File: config.mk
export PLATFORM = sky130hd
export DESIGN_NAME = adc_digital_control
export DESIGN_NICKNAME = d
export VERILOG_FILES = /design/src/adc_ctl_pkg.sv /design/src/adc_proc_if.sv /design/src/adc_sample_proc.sv /design/src/adc_down_timer.sv /design/src/adc_digital_control.sv
export SDC_FILE = /design/constraint.sdc
export NUM_CORES = 1
export LEC_CHECK = 0
export BUFFER_PORTS_ARGS = -buffer_cell sky130_fd_sc_hd__buf_2
export CORE_MARGIN = 8
export CORE_UTILIZATION = 25
export DETAILED_ROUTE_END_ITERATION = 8
export PLACE_DENSITY = 0.46
export SLEW_MARGIN = 20
export SYNTH_ARGS = -nofsm -noshare
export SYNTH_HDL_FRONTEND = slang
export SYNTH_SLANG_ARGS = --single-unit
File: constraint.sdc
create_clock -name pclk -period 5.2 [get_ports pclk]
set_input_delay 0.52 -clock pclk [delete_from_list [all_inputs] [get_ports pclk]]
set_output_delay 0.52 -clock pclk [all_outputs]
set_load 0.02 [all_outputs]
File: src/adc_ctl_pkg.sv
package adc_ctl_pkg;

	// Clock
	localparam int CLK_HZ = 20_000_000;
	localparam int CLK_NS = 50;

	// Channels and modes
	localparam int        NUM_CH    = 9;
	localparam int        CH_W      = 4;
	localparam logic [8:0] DUAL_MASK = 9'h064;
	localparam logic [2:0] MODE_MAX  = 3'h4;
	localparam logic [1:0] RANGE_BAD = 2'h3;
	localparam int        SMP_W     = 16;
	localparam int        CNT_W     = 12;

	// Conversion time, longest, rounded down
	localparam int CONV_NS  = 10_000;
	localparam int CONV_CYC = CONV_NS / CLK_NS;

	// Settling after channel switch, least, rounded up
	localparam int LAT_US_M0  = 171;
	localparam int LAT_US_M1  = 85;
	localparam int LAT_US_M2  = 21;
	localparam int LAT_US_M3  = 11;
	localparam int LAT_US_M4  = 5;
	localparam int LAT_CYC_M0 = (LAT_US_M0 * 1000 + CLK_NS - 1) / CLK_NS;
	localparam int LAT_CYC_M1 = (LAT_US_M1 * 1000 + CLK_NS - 1) / CLK_NS;
	localparam int LAT_CYC_M2 = (LAT_US_M2 * 1000 + CLK_NS - 1) / CLK_NS;
	localparam int LAT_CYC_M3 = (LAT_US_M3 * 1000 + CLK_NS - 1) / CLK_NS;
	localparam int LAT_CYC_M4 = (LAT_US_M4 * 1000 + CLK_NS - 1) / CLK_NS;

	// Maximum sample rates in Hz, period rounded up
	localparam int RATE_HZ_M0 = 5859;
	localparam int RATE_HZ_M1 = 11700;
	localparam int RATE_HZ_M2 = 46875;
	localparam int RATE_HZ_M3 = 93750;
	localparam int RATE_HZ_M4 = 187000;
	localparam int PER_CYC_M0 = (CLK_HZ + RATE_HZ_M0 - 1) / RATE_HZ_M0;
	localparam int PER_CYC_M1 = (CLK_HZ + RATE_HZ_M1 - 1) / RATE_HZ_M1;
	localparam int PER_CYC_M2 = (CLK_HZ + RATE_HZ_M2 - 1) / RATE_HZ_M2;
	localparam int PER_CYC_M3 = (CLK_HZ + RATE_HZ_M3 - 1) / RATE_HZ_M3;
	localparam int PER_CYC_M4 = (CLK_HZ + RATE_HZ_M4 - 1) / RATE_HZ_M4;

	// Register byte offsets
	localparam logic [7:0] OFF_CTRL  = 8'h00;
	localparam logic [7:0] OFF_CFG   = 8'h04;
	localparam logic [7:0] OFF_STAT  = 8'h08;
	localparam logic [7:0] OFF_DATA  = 8'h0C;
	localparam logic [7:0] OFF_ISTAT = 8'h10;
	localparam logic [7:0] OFF_IMASK = 8'h14;
	localparam logic [7:0] OFF_OFFS  = 8'h18;

	// Fields
	localparam int CTRL_START = 0;
	localparam int CTRL_CONT  = 1;
	localparam int CFG_CH_LSB = 0;
	localparam int CFG_ALT    = 4;
	localparam int CFG_RG_LSB = 5;
	localparam int CFG_REF    = 7;
	localparam int CFG_MD_LSB = 8;
	localparam int CFG_W      = 11;
	localparam int IRQ_W      = 4;
	localparam int IRQ_DONE   = 0;
	localparam int IRQ_OVR    = 1;
	localparam int IRQ_TMO    = 2;
	localparam int IRQ_CFG    = 3;

	typedef enum logic [4:0] {
		ST_IDLE   = 5'h01,
		ST_SETTLE = 5'h02,
		ST_CONV   = 5'h04,
		ST_PROC   = 5'h08,
		ST_PACE   = 5'h10
	} state_e;

	function automatic logic [CNT_W-1:0] lat_cyc(input logic [2:0] m);
		case (m)
			3'h0:    lat_cyc = CNT_W'(LAT_CYC_M0);
			3'h1:    lat_cyc = CNT_W'(LAT_CYC_M1);
			3'h2:    lat_cyc = CNT_W'(LAT_CYC_M2);
			3'h3:    lat_cyc = CNT_W'(LAT_CYC_M3);
			default: lat_cyc = CNT_W'(LAT_CYC_M4);
		endcase
	endfunction : lat_cyc

	function automatic logic [CNT_W-1:0] per_cyc(input logic [2:0] m);
		case (m)
			3'h0:    per_cyc = CNT_W'(PER_CYC_M0);
			3'h1:    per_cyc = CNT_W'(PER_CYC_M1);
			3'h2:    per_cyc = CNT_W'(PER_CYC_M2);
			3'h3:    per_cyc = CNT_W'(PER_CYC_M3);
			default: per_cyc = CNT_W'(PER_CYC_M4);
		endcase
	endfunction : per_cyc

endpackage : adc_ctl_pkg

File: src/adc_proc_if.sv
`timescale 1ns/100ps
interface adc_proc_if;
	logic [15:0] raw;
	logic        raw_valid;
	logic [15:0] offset;
	logic [15:0] sample;
	logic        sample_valid;

	modport ctl  (output raw, raw_valid, offset, input sample, sample_valid);
	modport proc (input raw, raw_valid, offset, output sample, sample_valid);
endinterface : adc_proc_if

File: src/adc_sample_proc.sv
`timescale 1ns/100ps
module adc_sample_proc (
	// Clock and reset
	input wire logic   pclk,
	input wire logic   presetn,
	// Sample path
	adc_proc_if.proc   pif
);
	logic [16:0] diff;
	logic [15:0] nxt_sample;
	logic [15:0] sample_ff;
	logic        valid_ff;

	// Offset removal, saturating at zero so a low reading never wraps
	assign diff       = {1'b0, pif.raw} - {1'b0, pif.offset};
	assign nxt_sample = diff[16] ? 16'h0000 : diff[15:0];

	always_ff @(posedge pclk or negedge presetn) begin
		if (!presetn) begin
			sample_ff <= 16'h0000;
			valid_ff  <= 1'b0;
		end else begin
			valid_ff <= pif.raw_valid;
			if (pif.raw_valid) begin
				sample_ff <= nxt_sample;
			end
		end
	end

	assign pif.sample       = sample_ff;
	assign pif.sample_valid = valid_ff;
endmodule : adc_sample_proc

File: src/adc_down_timer.sv
`timescale 1ns/100ps
module adc_down_timer #(
	parameter int W = 12
) (
	// Clock and reset
	input wire logic         pclk,
	input wire logic         presetn,
	// Control
	input wire logic         load,
	input wire logic [W-1:0] load_val,
	output logic             expired
);
	logic [W-1:0] cnt_ff;
	logic [W-1:0] nxt_cnt;

	assign nxt_cnt = load ? load_val : ((cnt_ff == '0) ? cnt_ff : cnt_ff - 1'b1);
	assign expired = (cnt_ff == '0);

	always_ff @(posedge pclk or negedge presetn) begin
		if (!presetn) begin
			cnt_ff <= '0;
		end else begin
			cnt_ff <= nxt_cnt;
		end
	end
endmodule : adc_down_timer

File: src/adc_digital_control.sv
// Operation
// - Each result is delivered as a 16-bit sample word.
// - Nine input channels; only the selected one is converted.
// - A conversion completes within 10 us of its start.
// - Reference selectable between supply-based and bandgap-based.
// - Raw core output is processed into valid samples for firmware.
// - Logic drives the input and reference multiplexer selections.
// - Input range is 0-3.6 V, 0-2.4 V or 0-1.2 V.
// - Five modes, each with its own maximum sample rate; the logic paces only continuous starts, firmware starts are not rate-limited.
// - After a channel switch wait the mode's settling latency first.
`timescale 1ns/100ps
module adc_digital_control (
	// APB slave
	input wire logic         pclk,
	input wire logic         presetn,
	input wire logic         psel,
	input wire logic         penable,
	input wire logic         pwrite,
	input wire logic [7:0]   paddr,
	input wire logic [31:0]  pwdata,
	output logic [31:0]      prdata,
	output logic             pready,
	output logic             pslverr,
	// Interrupt
	output logic             irq,
	// Analog core
	output logic [3:0]       core_chan_sel,
	output logic             core_pin_alt,
	output logic [1:0]       core_range,
	output logic             core_ref_bandgap,
	output logic [2:0]       core_mode,
	output logic             core_start,
	input wire logic         core_done,
	input wire logic [15:0]  core_raw
);
	localparam int CONV_LIM = adc_ctl_pkg::CONV_CYC + 3;

	adc_ctl_pkg::state_e state_ff, nxt_state;

	logic [31:0] prdata_ff, rd_mux;
	logic        pready_ff, pslverr_ff, irq_ff;
	logic [adc_ctl_pkg::CFG_W-1:0] cfg_ff;
	logic        cont_ff, valid_ff, unread_ff;
	logic [15:0] offs_ff, data_ff;
	logic [adc_ctl_pkg::IRQ_W-1:0] istat_ff, imask_ff, ev, w1c;
	logic [3:0]  cur_chan_ff;
	logic        cur_alt_ff, cur_ref_ff, chan_known_ff, core_start_ff;
	logic [1:0]  cur_range_ff;
	logic [2:0]  cur_mode_ff;
	logic [adc_ctl_pkg::CNT_W-1:0] gap_ff, tmr_val;
	logic        done_s1_ff, done_s2_ff, done_d_ff;
	logic [15:0] raw_s1_ff, raw_s2_ff;
	logic        tmr_load, tmr_exp;

	adc_proc_if pif ();

	adc_sample_proc u_proc (
		.pclk    (pclk),
		.presetn (presetn),
		.pif     (pif.proc)
	);

	adc_down_timer #(.W(adc_ctl_pkg::CNT_W)) u_tmr (
		.pclk     (pclk),
		.presetn  (presetn),
		.load     (tmr_load),
		.load_val (tmr_val),
		.expired  (tmr_exp)
	);

	// Bus decode
	wire setup   = psel & ~penable & ~pready_ff;
	wire access  = psel & penable & pready_ff;
	wire wr      = access & pwrite;
	wire rd      = access & ~pwrite;
	wire h_ctrl  = (paddr == adc_ctl_pkg::OFF_CTRL);
	wire h_cfg   = (paddr == adc_ctl_pkg::OFF_CFG);
	wire h_stat  = (paddr == adc_ctl_pkg::OFF_STAT);
	wire h_data  = (paddr == adc_ctl_pkg::OFF_DATA);
	wire h_istat = (paddr == adc_ctl_pkg::OFF_ISTAT);
	wire h_imask = (paddr == adc_ctl_pkg::OFF_IMASK);
	wire h_offs  = (paddr == adc_ctl_pkg::OFF_OFFS);
	wire mapped  = h_ctrl | h_cfg | h_stat | h_data | h_istat | h_imask | h_offs;

	// Config fields
	wire [3:0] cfg_chan  = cfg_ff[adc_ctl_pkg::CFG_CH_LSB +: 4];
	wire [1:0] cfg_range = cfg_ff[adc_ctl_pkg::CFG_RG_LSB +: 2];
	wire [2:0] cfg_mode  = cfg_ff[adc_ctl_pkg::CFG_MD_LSB +: 3];
	wire       cfg_ok    = (cfg_chan < 4'(adc_ctl_pkg::NUM_CH)) && (cfg_mode <= adc_ctl_pkg::MODE_MAX)
	                       && (cfg_range != adc_ctl_pkg::RANGE_BAD);
	wire       ch_switch = !chan_known_ff || (cfg_chan != cur_chan_ff) || (cfg_ff[adc_ctl_pkg::CFG_ALT] != cur_alt_ff);

	// Start requests: firmware write, or continuous pacing at the mode's rate
	wire sw_start  = wr & h_ctrl & pwdata[adc_ctl_pkg::CTRL_START];
	wire pace_done = (gap_ff >= adc_ctl_pkg::per_cyc(cur_mode_ff));
	wire go        = ((state_ff == adc_ctl_pkg::ST_IDLE) & sw_start)
	                 | ((state_ff == adc_ctl_pkg::ST_PACE) & cont_ff & pace_done);
	wire launch    = go & cfg_ok;
	wire done_rise = done_s2_ff & ~done_d_ff;
	wire conv_tmo  = (state_ff == adc_ctl_pkg::ST_CONV) & tmr_exp & ~done_rise & ~core_start_ff;
	wire result    = (state_ff == adc_ctl_pkg::ST_PROC) & pif.sample_valid;
	wire enter_cv  = (nxt_state == adc_ctl_pkg::ST_CONV) & (state_ff != adc_ctl_pkg::ST_CONV);
	wire data_rd   = rd & h_data;

	// Sample path to processing stage
	assign pif.raw       = raw_s2_ff;
	assign pif.raw_valid = (state_ff == adc_ctl_pkg::ST_CONV) & done_rise & ~core_start_ff;
	assign pif.offset    = offs_ff;

	assign tmr_load = launch | enter_cv;
	assign tmr_val  = enter_cv ? adc_ctl_pkg::CNT_W'(adc_ctl_pkg::CONV_CYC)
	                           : adc_ctl_pkg::lat_cyc(cfg_mode);

	assign ev[adc_ctl_pkg::IRQ_DONE] = result;
	assign ev[adc_ctl_pkg::IRQ_OVR]  = result & unread_ff & ~data_rd;
	assign ev[adc_ctl_pkg::IRQ_TMO]  = conv_tmo;
	assign ev[adc_ctl_pkg::IRQ_CFG]  = go & ~cfg_ok;
	assign w1c = (wr & h_istat) ? pwdata[adc_ctl_pkg::IRQ_W-1:0] : '0;

	assign rd_mux = h_ctrl  ? {30'h0, cont_ff, 1'b0} :
	                h_cfg   ? {21'h0, cfg_ff} :
	                h_stat  ? {24'h0, cur_chan_ff, state_ff == adc_ctl_pkg::ST_CONV,
	                           state_ff == adc_ctl_pkg::ST_SETTLE, state_ff != adc_ctl_pkg::ST_IDLE, valid_ff} :
	                h_data  ? {16'h0, data_ff} :
	                h_istat ? {28'h0, istat_ff} :
	                h_imask ? {28'h0, imask_ff} :
	                h_offs  ? {16'h0, offs_ff} : 32'h0000_0000;

	// Sequencer
	always_comb begin
		nxt_state = state_ff;
		case (state_ff)
			adc_ctl_pkg::ST_IDLE: begin
				if (launch) begin
					nxt_state = ch_switch ? adc_ctl_pkg::ST_SETTLE : adc_ctl_pkg::ST_CONV;
				end
			end
			adc_ctl_pkg::ST_SETTLE: begin
				if (tmr_exp) begin
					nxt_state = adc_ctl_pkg::ST_CONV;
				end
			end
			adc_ctl_pkg::ST_CONV: begin
				if (pif.raw_valid) begin
					nxt_state = adc_ctl_pkg::ST_PROC;
				end else if (conv_tmo) begin
					nxt_state = cont_ff ? adc_ctl_pkg::ST_PACE : adc_ctl_pkg::ST_IDLE;
				end
			end
			adc_ctl_pkg::ST_PROC: begin
				if (pif.sample_valid) begin
					nxt_state = cont_ff ? adc_ctl_pkg::ST_PACE : adc_ctl_pkg::ST_IDLE;
				end
			end
			adc_ctl_pkg::ST_PACE: begin
				if (!cont_ff || (go && !cfg_ok)) begin
					nxt_state = adc_ctl_pkg::ST_IDLE;
				end else if (launch) begin
					nxt_state = ch_switch ? adc_ctl_pkg::ST_SETTLE : adc_ctl_pkg::ST_CONV;
				end
			end
			default: nxt_state = adc_ctl_pkg::ST_IDLE;
		endcase
	end

	// APB answer: one access cycle, no waits
	always_ff @(posedge pclk or negedge presetn) begin
		if (!presetn) begin
			pready_ff  <= 1'b0;
			pslverr_ff <= 1'b0;
			prdata_ff  <= 32'h0000_0000;
		end else begin
			pready_ff  <= setup;
			pslverr_ff <= setup & ~mapped;
			prdata_ff  <= (setup & ~pwrite) ? rd_mux : 32'h0000_0000;
		end
	end

	// Software registers and interrupt
	always_ff @(posedge pclk or negedge presetn) begin
		if (!presetn) begin
			cfg_ff   <= '0;
			cont_ff  <= 1'b0;
			offs_ff  <= 16'h0000;
			imask_ff <= '0;
			istat_ff <= '0;
			irq_ff   <= 1'b0;
		end else begin
			if (wr & h_cfg)   cfg_ff   <= pwdata[adc_ctl_pkg::CFG_W-1:0];
			if (wr & h_ctrl)  cont_ff  <= pwdata[adc_ctl_pkg::CTRL_CONT];
			if (wr & h_offs)  offs_ff  <= pwdata[15:0];
			if (wr & h_imask) imask_ff <= pwdata[adc_ctl_pkg::IRQ_W-1:0];
			// Set wins over a same-cycle clear
			istat_ff <= (istat_ff & ~w1c) | ev;
			irq_ff   <= |(istat_ff & imask_ff);
		end
	end

	// Core synchronisers; raw word is stable long before done reaches us
	always_ff @(posedge pclk or negedge presetn) begin
		if (!presetn) begin
			done_s1_ff <= 1'b0;
			done_s2_ff <= 1'b0;
			done_d_ff  <= 1'b0;
			raw_s1_ff  <= 16'h0000;
			raw_s2_ff  <= 16'h0000;
		end else begin
			done_s1_ff <= core_done;
			done_s2_ff <= done_s1_ff;
			done_d_ff  <= done_s2_ff;
			raw_s1_ff  <= core_raw;
			raw_s2_ff  <= raw_s1_ff;
		end
	end

	// Sequencer state, latched settings and core selections
	always_ff @(posedge pclk or negedge presetn) begin
		if (!presetn) begin
			state_ff      <= adc_ctl_pkg::ST_IDLE;
			cur_chan_ff   <= 4'h0;
			cur_alt_ff    <= 1'b0;
			cur_range_ff  <= 2'h0;
			cur_ref_ff    <= 1'b0;
			cur_mode_ff   <= 3'h0;
			chan_known_ff <= 1'b0;
			core_start_ff <= 1'b0;
			gap_ff        <= '0;
		end else begin
			state_ff      <= nxt_state;
			core_start_ff <= enter_cv;
			if (launch) begin
				cur_chan_ff   <= cfg_chan;
				cur_alt_ff    <= cfg_ff[adc_ctl_pkg::CFG_ALT];
				cur_range_ff  <= cfg_range;
				cur_ref_ff    <= cfg_ff[adc_ctl_pkg::CFG_REF];
				cur_mode_ff   <= cfg_mode;
				chan_known_ff <= 1'b1;
			end
			if (enter_cv) begin
				gap_ff <= adc_ctl_pkg::CNT_W'(1);
			end else if (gap_ff != '1) begin
				gap_ff <= gap_ff + 1'b1;
			end
		end
	end

	// Result holding: valid set wins over a read clear
	always_ff @(posedge pclk or negedge presetn) begin
		if (!presetn) begin
			data_ff   <= 16'h0000;
			valid_ff  <= 1'b0;
			unread_ff <= 1'b0;
		end else begin
			if (result) begin
				data_ff  <= pif.sample;
				valid_ff <= 1'b1;
			end else if (data_rd || enter_cv) begin
				valid_ff <= 1'b0;
			end
			// Restart clears valid, so overrun needs its own unread memory
			unread_ff <= result | (unread_ff & ~data_rd);
		end
	end

	assign prdata  = prdata_ff;
	assign pready  = pready_ff;
	assign pslverr = pslverr_ff;
	assign irq     = irq_ff;
	// One select bit per pair, so both pins can never be routed together
	assign core_chan_sel    = cur_chan_ff;
	assign core_pin_alt     = cur_alt_ff & adc_ctl_pkg::DUAL_MASK[cur_chan_ff];
	assign core_range       = cur_range_ff;
	assign core_ref_bandgap = cur_ref_ff;
	assign core_mode        = cur_mode_ff;
	assign core_start       = core_start_ff;

	// Checks
	logic [adc_ctl_pkg::CNT_W-1:0] settle_len_ff;
	always_ff @(posedge pclk or negedge presetn) begin
		if (!presetn) begin
			settle_len_ff <= '0;
		end else begin
			settle_len_ff <= (state_ff == adc_ctl_pkg::ST_SETTLE) ? settle_len_ff + 1'b1 : '0;
		end
	end
endmodule : adc_digital_control

==> summary.md, run 1 <==
| Metric | Value |
|---|---|
| Outcome | `completed` |
| CP arrival | `~3800 ps` |
| Num ports | `109` |
| Cell Count, Final, Fillers Out | `roughly 1,300` |
| Clock insertion delay at the later pin of the skew report | `440 ps` |
| Top FF cell, synth | `dfrtp_1` |
| PostCTS Resize Cnt | `0` |
| Cell Rows | `65` |
| Die Ht | `slightly below 200 microns` |
| Global-route wire length before repair | `33,800 microns` |
| Syn Area/Cell | `10.6 sq um` |
| RSZ-0062 raised after global routing | `no` |
| Syn Inst Count | `757` |
| Die area | `38,200 sq um` |
| Delay-heaviest family, CP | `compound AO/OA/AOI/OAI gates` |
| Starting Density | `roughly 25%` |
| Count of cell types in the netlist | `between 60 and 70` |
| DRT iter0 DRCs | `306` |
| Crit path max-delay cell type | `dfrtp_1` |
| Clk pin slew, worst setup/hold paths | `70 ps` |
| RePlAce Congestion | `~0.77` |
| Tightest Pin Transition | `1030 ps` |
| Critical Path Fanout Max | `18` |
| Total grt overflow | `0` |
| Nets | `931` |
| Top-count cell post-synth | `dfrtp_1` |
| RR Endpoint | `valid_ff` |
| Antenna violations before repair | `0` |
| Max Root-Sink Buffers | `2` |
| Post-route ant nets | `0` |
| Max Cap Violations | `0` |
| Hold_buf cts | `0` |
| Max incr delay on CP | `470 ps` |
| Largest area contributor in the netlist | `dfrtp_1` |
| Area delta synth->final | `17.4%` |
| PortBufs | `76` |
| Vias in the first global route | `5,933` |
| Post-route cell area | `9460 sq um` |
| Worst setup SP type | `flip-flop` |
| Post-Syn Area | `a little over 8000 sq um` |
| Dpl cell area | `8850 sq um` |
| Crit path cell chain | `xor2_1 -> nor2_1 -> nor2_1 -> ha_1 -> nand4_1 -> o21ai_0 -> a41oi_2 -> nand2b_1 -> buf_4 -> o22ai_1 -> buf_4 -> o21ai_0` |
| CTS tree | `built` |
| CP bufs+invs | `2` |
| Sink Count | `167` |
| Worst Hold Class | `input pin to asynchronous set/reset pin` |
| Reg2reg start | `core_mode[0]` |
| Power density cells | `approximately 300 nW/um^2` |
| Final setup fails | `0` |
| Pins Over Slew Limit | `0` |
| Fmax | `0.288 GHz` |
| N_diodes | `0` |
| Crit end category | `flip-flop` |
| Reg2reg setup slack | `1730 ps` |
| Fin crit period | `roughly 3500 ps` |
| Via density | `4.52` |
| Setup TNS | `0 ps` |
| Die W | `196 microns` |
| R2r worst-path depth | `12` |
| Hold Violations, Final | `0` |
| CTS HTree Levels | `4` |
| Ys Warns | `0` |
| Layout cells sized above 1 | `21.8%` |
| Post-synth EDFFs | `0` |
| Most frequent cells after synthesis | `dfrtp_1, nand2_1, nor2_1` |
| Dpl hpwl | `15,400 microns` |
| Wire per inst | `16.7 microns` |
| Worst vdd ir | `213 uV` |
| Post-synth top area share | `51.6%` |
| Ys async rst share | `100%` |
| Detailed-route via count | `roughly 5,700` |
| Post-CTS setup buffers | `0` |
| DRC Markers | `0` |
| Total track usage | `11.2%` |
| Worst relative slew slack | `31.0%` |
| Top post-synthesis cells by area | `dfrtp_1, mux2_2, ha_1` |
| Final wirelength | `20,900 microns` |
| Cell count after placement | `1,220` |
| Worst setup path class | `flip-flop to flip-flop` |
| Yosys reg bits | `167` |
| Leakage power | `0.00447 uW` |
| CTS Root Buffer Type | `clkbuf_16` |
| Largest net degree at the start of global routing | `between 60 and 70` |
| Core Region | `between 30,000 and 40,000 sq um` |
| CP required | `5500 ps` |
| Worst clock skew | `22.3 ps` |
| Total CTS buffers | `17` |
| First-pass DRT Iterations | `4` |
| Crit share post-route | `66.8%` |
| Seq/Total Area, Yosys | `51.9%` |
-- layer usage --
metal / share of wire [%] / vias to the layer above / track usage (%)
met5: 0 / - / 0
met4: 1.2 / 0 / 3.17
li1: - / 2771 / -
met1: 46 / 2787 / 14.5
met2: 49 / 82 / 18.7
met3: 2.9 / 18 / 2.29
-- cells in the final DEF (no fill, tap or decap), types with 3 or more instances in the layout --
master,n
a211o_1,3
a21o_1,12
a21oi_1,32
a22o_1,16
a22oi_1,10
a31oi_1,4
and3_1,5
buf_2,75
buf_4,10
clkbuf_16,17
clkinv_8,4
conb_1,16
dfrtp_1,166
ha_1,31
inv_1,37
inv_8,4
mux2_2,48
mux2i_1,5
nand2_1,85
nand2b_1,9
nand3_1,22
nand3b_1,4
nand4_1,4
nor2_1,61
nor2_2,3
nor2b_1,7
nor3_1,13
nor4_1,4
o21a_1,3
o21ai_0,43
o21bai_1,3
o31ai_1,6
or2_2,3
or3_1,5
xnor2_1,16
xor2_1,20
-- logic make-up after synthesis --
family          share of synthesized area (%)
compound gates                           12.8
xor+xnor                                 3.91
fa+ha+maj                                5.06
buf+inv                                  4.63
flops                                    51.9
mux                                      7.33
other cells                            0.0465
simple gates                             14.3
-- sequential cells by signal, indices dropped and copies added (netlist names), 2 cells and up --
name,flops
gap_ff,12
u_proc.pif.sample,16
prdata,16
imask_ff,4
core_range,2
core_mode,3
core_chan_sel,4
u_tmr.cnt_ff,12
offs_ff,16
pif.raw,16
istat_ff,4
raw_s1_ff,16
cfg_ff,11
data_ff,16
state_ff,5
-- worst max-delay path by stage --
| stage | end | cells after the start | startpoint |
|---|---|---|---|
| floorplan | u_proc.pif.sample[10] | 13 | pif.raw[0] |
| global placement | u_proc.pif.sample[15] | 11 | offs_ff[0] |
| detailed placement | valid_ff | 12 | core_mode[1] |
| CTS | valid_ff | 12 | core_mode[1] |
| global route | valid_ff | 12 | core_mode[1] |
| finish | valid_ff | 12 | core_mode[0] |
-- layout make-up --
class / count / area (sq um)
sequential: 167 / 4180
clock buffer: 17 / 425
tap: 402 / 503
fill: 3293 / 22200
timing repair buffer: 86 / 462
multi-input combinational: 528 / 3560
clock inverter: 15 / 188
inverter: 37 / 139
-- metrics by stage --
| step | hold slack [ps] | worst slack (ps) | utilization (%) | power [uW] |
|---|---|---|---|---|
| floorplan | 224 | 2350 | - | 1540 |
| detailed placement | 335 | 1780 | 28.0 | 1620 |
| CTS | 87.0 | 1740 | 29.9 | 2940 |
| global placement | 331 | 1620 | 28.0 | 1620 |
| finish | 70.9 | 1730 | 29.9 | 2900 |
| global route | 116 | 1490 | 29.9 | 3020 |
-- where the power goes --
| part | total (uW) | internal [uW] | switching (uW) |
|---|---|---|---|
| clock network | 1310 | 692 | 616 |
| logic | 214 | 84.0 | 130 |
| registers | 1380 | 1340 | 34.4 |
| total | 2900 | 2120 | 780 |
No activity file was read; power rests on OpenSTA's default activity.
==> run 2: changes to the inputs <==
- clock period: 5.2 -> 3.6 ns (I/O delays scaled with it)
==> run 2 against run 1 <==
Net effect: die area unchanged; non-clock buffer count increased by 6; clock-buffer cell count unchanged; sequential share of layout area decreased by 0.39 points; clock power increased by 53%; flip-flop and latch count unchanged; clock skew decreased by 11 ps; worst hold slack got worse by 63 ps; power increased by 49%; register-to-register slack got worse by 1400 ps; largest cell class unchanged.
==> summary.md, run 2 (same netlist as run 1, synthesis figures left out) <==
| Metric | Value |
|---|---|
| Die W | `196 microns (unchanged)` |
| Post-CTS setup buffers | `0 (unchanged)` |
| Vias in the first global route | `5,877 (-0.94%)` |
| R2r worst-path depth | `12 (unchanged)` |
| Crit path cell chain | `ha_1 -> inv_1 -> fa_1 -> a211oi_1 -> o21a_1 -> o31ai_1 -> a21o_1 -> a21o_1 -> a2111oi_4 -> nor2_1 -> buf_4 -> a32o_1` |
| CP required | `3920 ps (-1580 ps)` |
| Clock insertion delay at the later pin of the skew report | `440 ps (about the same)` |
| CTS Root Buffer Type | `clkbuf_16` |
| Crit end category | `flip-flop` |
| Max incr delay on CP | `420 ps (-50 ps)` |
| Fmax | `0.310 GHz (+7.6%)` |
| Most common cell after layout, fill and taps aside | `dfrtp_1` |
| Worst setup path class | `flip-flop to flip-flop` |
| Fin crit period | `3230 ps (-246 ps)` |
| Crit share post-route | `89.6% (+23 points)` |
| Largest net degree at the start of global routing | `86 (+30%)` |
| Reg2reg setup slack | `370 ps (-1350 ps)` |
| Worst relative slew slack | `45.3% (+14 points)` |
| Worst Hold Class | `input pin to asynchronous set/reset pin` |
| Reg2reg start | `offs_ff[0]` |
| Total track usage | `11.3% (+0.082 points)` |
| Cell Rows | `65 (unchanged)` |
| Power density cells | `452 nW/um^2 (+47%)` |
| Pins Over Slew Limit | `0 (unchanged)` |
| Num ports | `109 (unchanged)` |
| Antenna violations before repair | `0 (unchanged)` |
| Nets | `937 (+0.64%)` |
| First-pass DRT Iterations | `4 (unchanged)` |
| Max Root-Sink Buffers | `2 (unchanged)` |
| DRT iter0 DRCs | `336 (+9.8%)` |
| Dpl hpwl | `15,400 microns (+0.26%)` |
| Final setup fails | `0 (unchanged)` |
| Dpl cell area | `8900 sq um (+0.62%)` |
| Min Hold Slack | `7.69 ps (-63.2 ps)` |
| Critical Path Fanout Max | `11 (-7)` |
| Setup TNS | `0 ps (unchanged)` |
| Via density | `4.50 (-0.47%)` |
| CTS tree | `built` |
| Max Cap Violations | `0 (unchanged)` |
| RR Endpoint | `u_proc.pif.sample[11]` |
| Post-route ant nets | `0 (unchanged)` |
| Detailed-route via count | `5,654 (-0.071%)` |
| Most frequent cells in the layout | `dfrtp_1, nand2_1, buf_2` |
| Hold_buf cts | `0 (unchanged)` |
| Crit path max-delay cell type | `fa_1` |
| Leakage power | `0.00451 uW (+0.93%)` |
| CP arrival | `3550 ps (-220 ps)` |
| DRC Markers | `0 (unchanged)` |
| Top cell by count, worst path | `a21o_1` |
| CTS HTree Levels | `4 (unchanged)` |
| Worst clock skew | `11.0 ps (-11.3 ps)` |
| Hold Violations, Final | `0 (unchanged)` |
| Total CTS buffers | `17 (unchanged)` |
| RePlAce Congestion | `0.800 (+3.5%)` |
| Starting Density | `25.5% (unchanged)` |
| Outcome | `completed` |
| Sink Count | `167 (unchanged)` |
| Layout cells sized above 1 | `22.1% (+0.34 points)` |
| Cell count after placement | `1,226 (+0.49%)` |
| N_diodes | `0 (unchanged)` |
| Worst vdd ir | `334 uV (+57%)` |
| Final wirelength | `20,900 microns (-0.17%)` |
| Post-route cell area | `9540 sq um (+0.89%)` |
| Cell Count, Final, Fillers Out | `1,257 (+0.40%)` |
| PortBufs | `76 (unchanged)` |
| Fill count | `3,286 (-0.21%)` |
| Clk pin slew, worst setup/hold paths | `70 ps (about the same)` |
| Die area | `38,200 sq um (unchanged)` |
| Tightest Pin Transition | `821 ps (-214 ps)` |
| Area delta synth->final | `18.5%` |
| Post-layout util | `30.2% (+0.26 points)` |
| Die Ht | `196 microns (unchanged)` |
| Wire per inst | `16.6 microns (-0.56%)` |
| Worst setup SP type | `flip-flop` |
| Total grt overflow | `0 (unchanged)` |
| RSZ-0062 raised after global routing | `no` |
| PostCTS Resize Cnt | `0 (unchanged)` |
| Global-route wire length before repair | `33,900 microns (+0.10%)` |
| Core Region | `31,600 sq um (unchanged)` |
[run 2: through the flow]
stage	total power [uW]	worst slack, ps
2_1_floorplan	2230	754
3_3_place_gp	2340	379
3_5_place_dp	2340	398
4_1_cts	4370	354
5_1_grt	4490	152
6_report	4310	374
[run 2: area by class of cell]
| cell class | count | area (sq um) | share of cell area [%] |
|---|---|---|---|
| clock buffers | 17 | 425 | 4.46 |
| clock inverters | 14 | 216 | 2.27 |
| multi-input cells | 528 | 3560 | 37.3 |
| well taps | 402 | 503 | 5.27 |
| repair buffers | 92 | 519 | 5.44 |
| inverters | 37 | 139 | 1.46 |
| flip-flops and latches | 167 | 4180 | 43.8 |
[run 2: how the worst max path moves through the flow]
stage,from,endpoint,slack [ps],cells past startpoint
finish,offs_ff[0],u_proc.pif.sample[11],370,12
global placement,pif.raw[0],u_proc.pif.sample[11],380,13
detailed placement,offs_ff[0],u_proc.pif.sample[11],400,12
global route,core_mode[1],u_tmr.cnt_ff[9],150,11
CTS,offs_ff[0],u_proc.pif.sample[11],350,12
floorplan,pif.raw[0],u_proc.pif.sample[10],750,13
[run 2: per-layer routing]
metal	routed length, microns	GRT usage, %
met5	0	0
met4	282	3.43
met3	786	2.54
met1	9570	14.2
met2	10300	19.1
[run 2: critical path, delay by kind of cell (launching register included)]
family	cells	cell delay (ps)
buf+inv	2	270
flops	1	380
compound gates	7	1670
simple gates	1	170
fa+ha+maj	2	620
[run 2: power breakdown]
group / switching (uW) / internal (uW) / total (uW)
Clock: 826 / 1180 / 2010
Sequential: 50.7 / 1940 / 1990
Combinational: 187 / 123 / 310
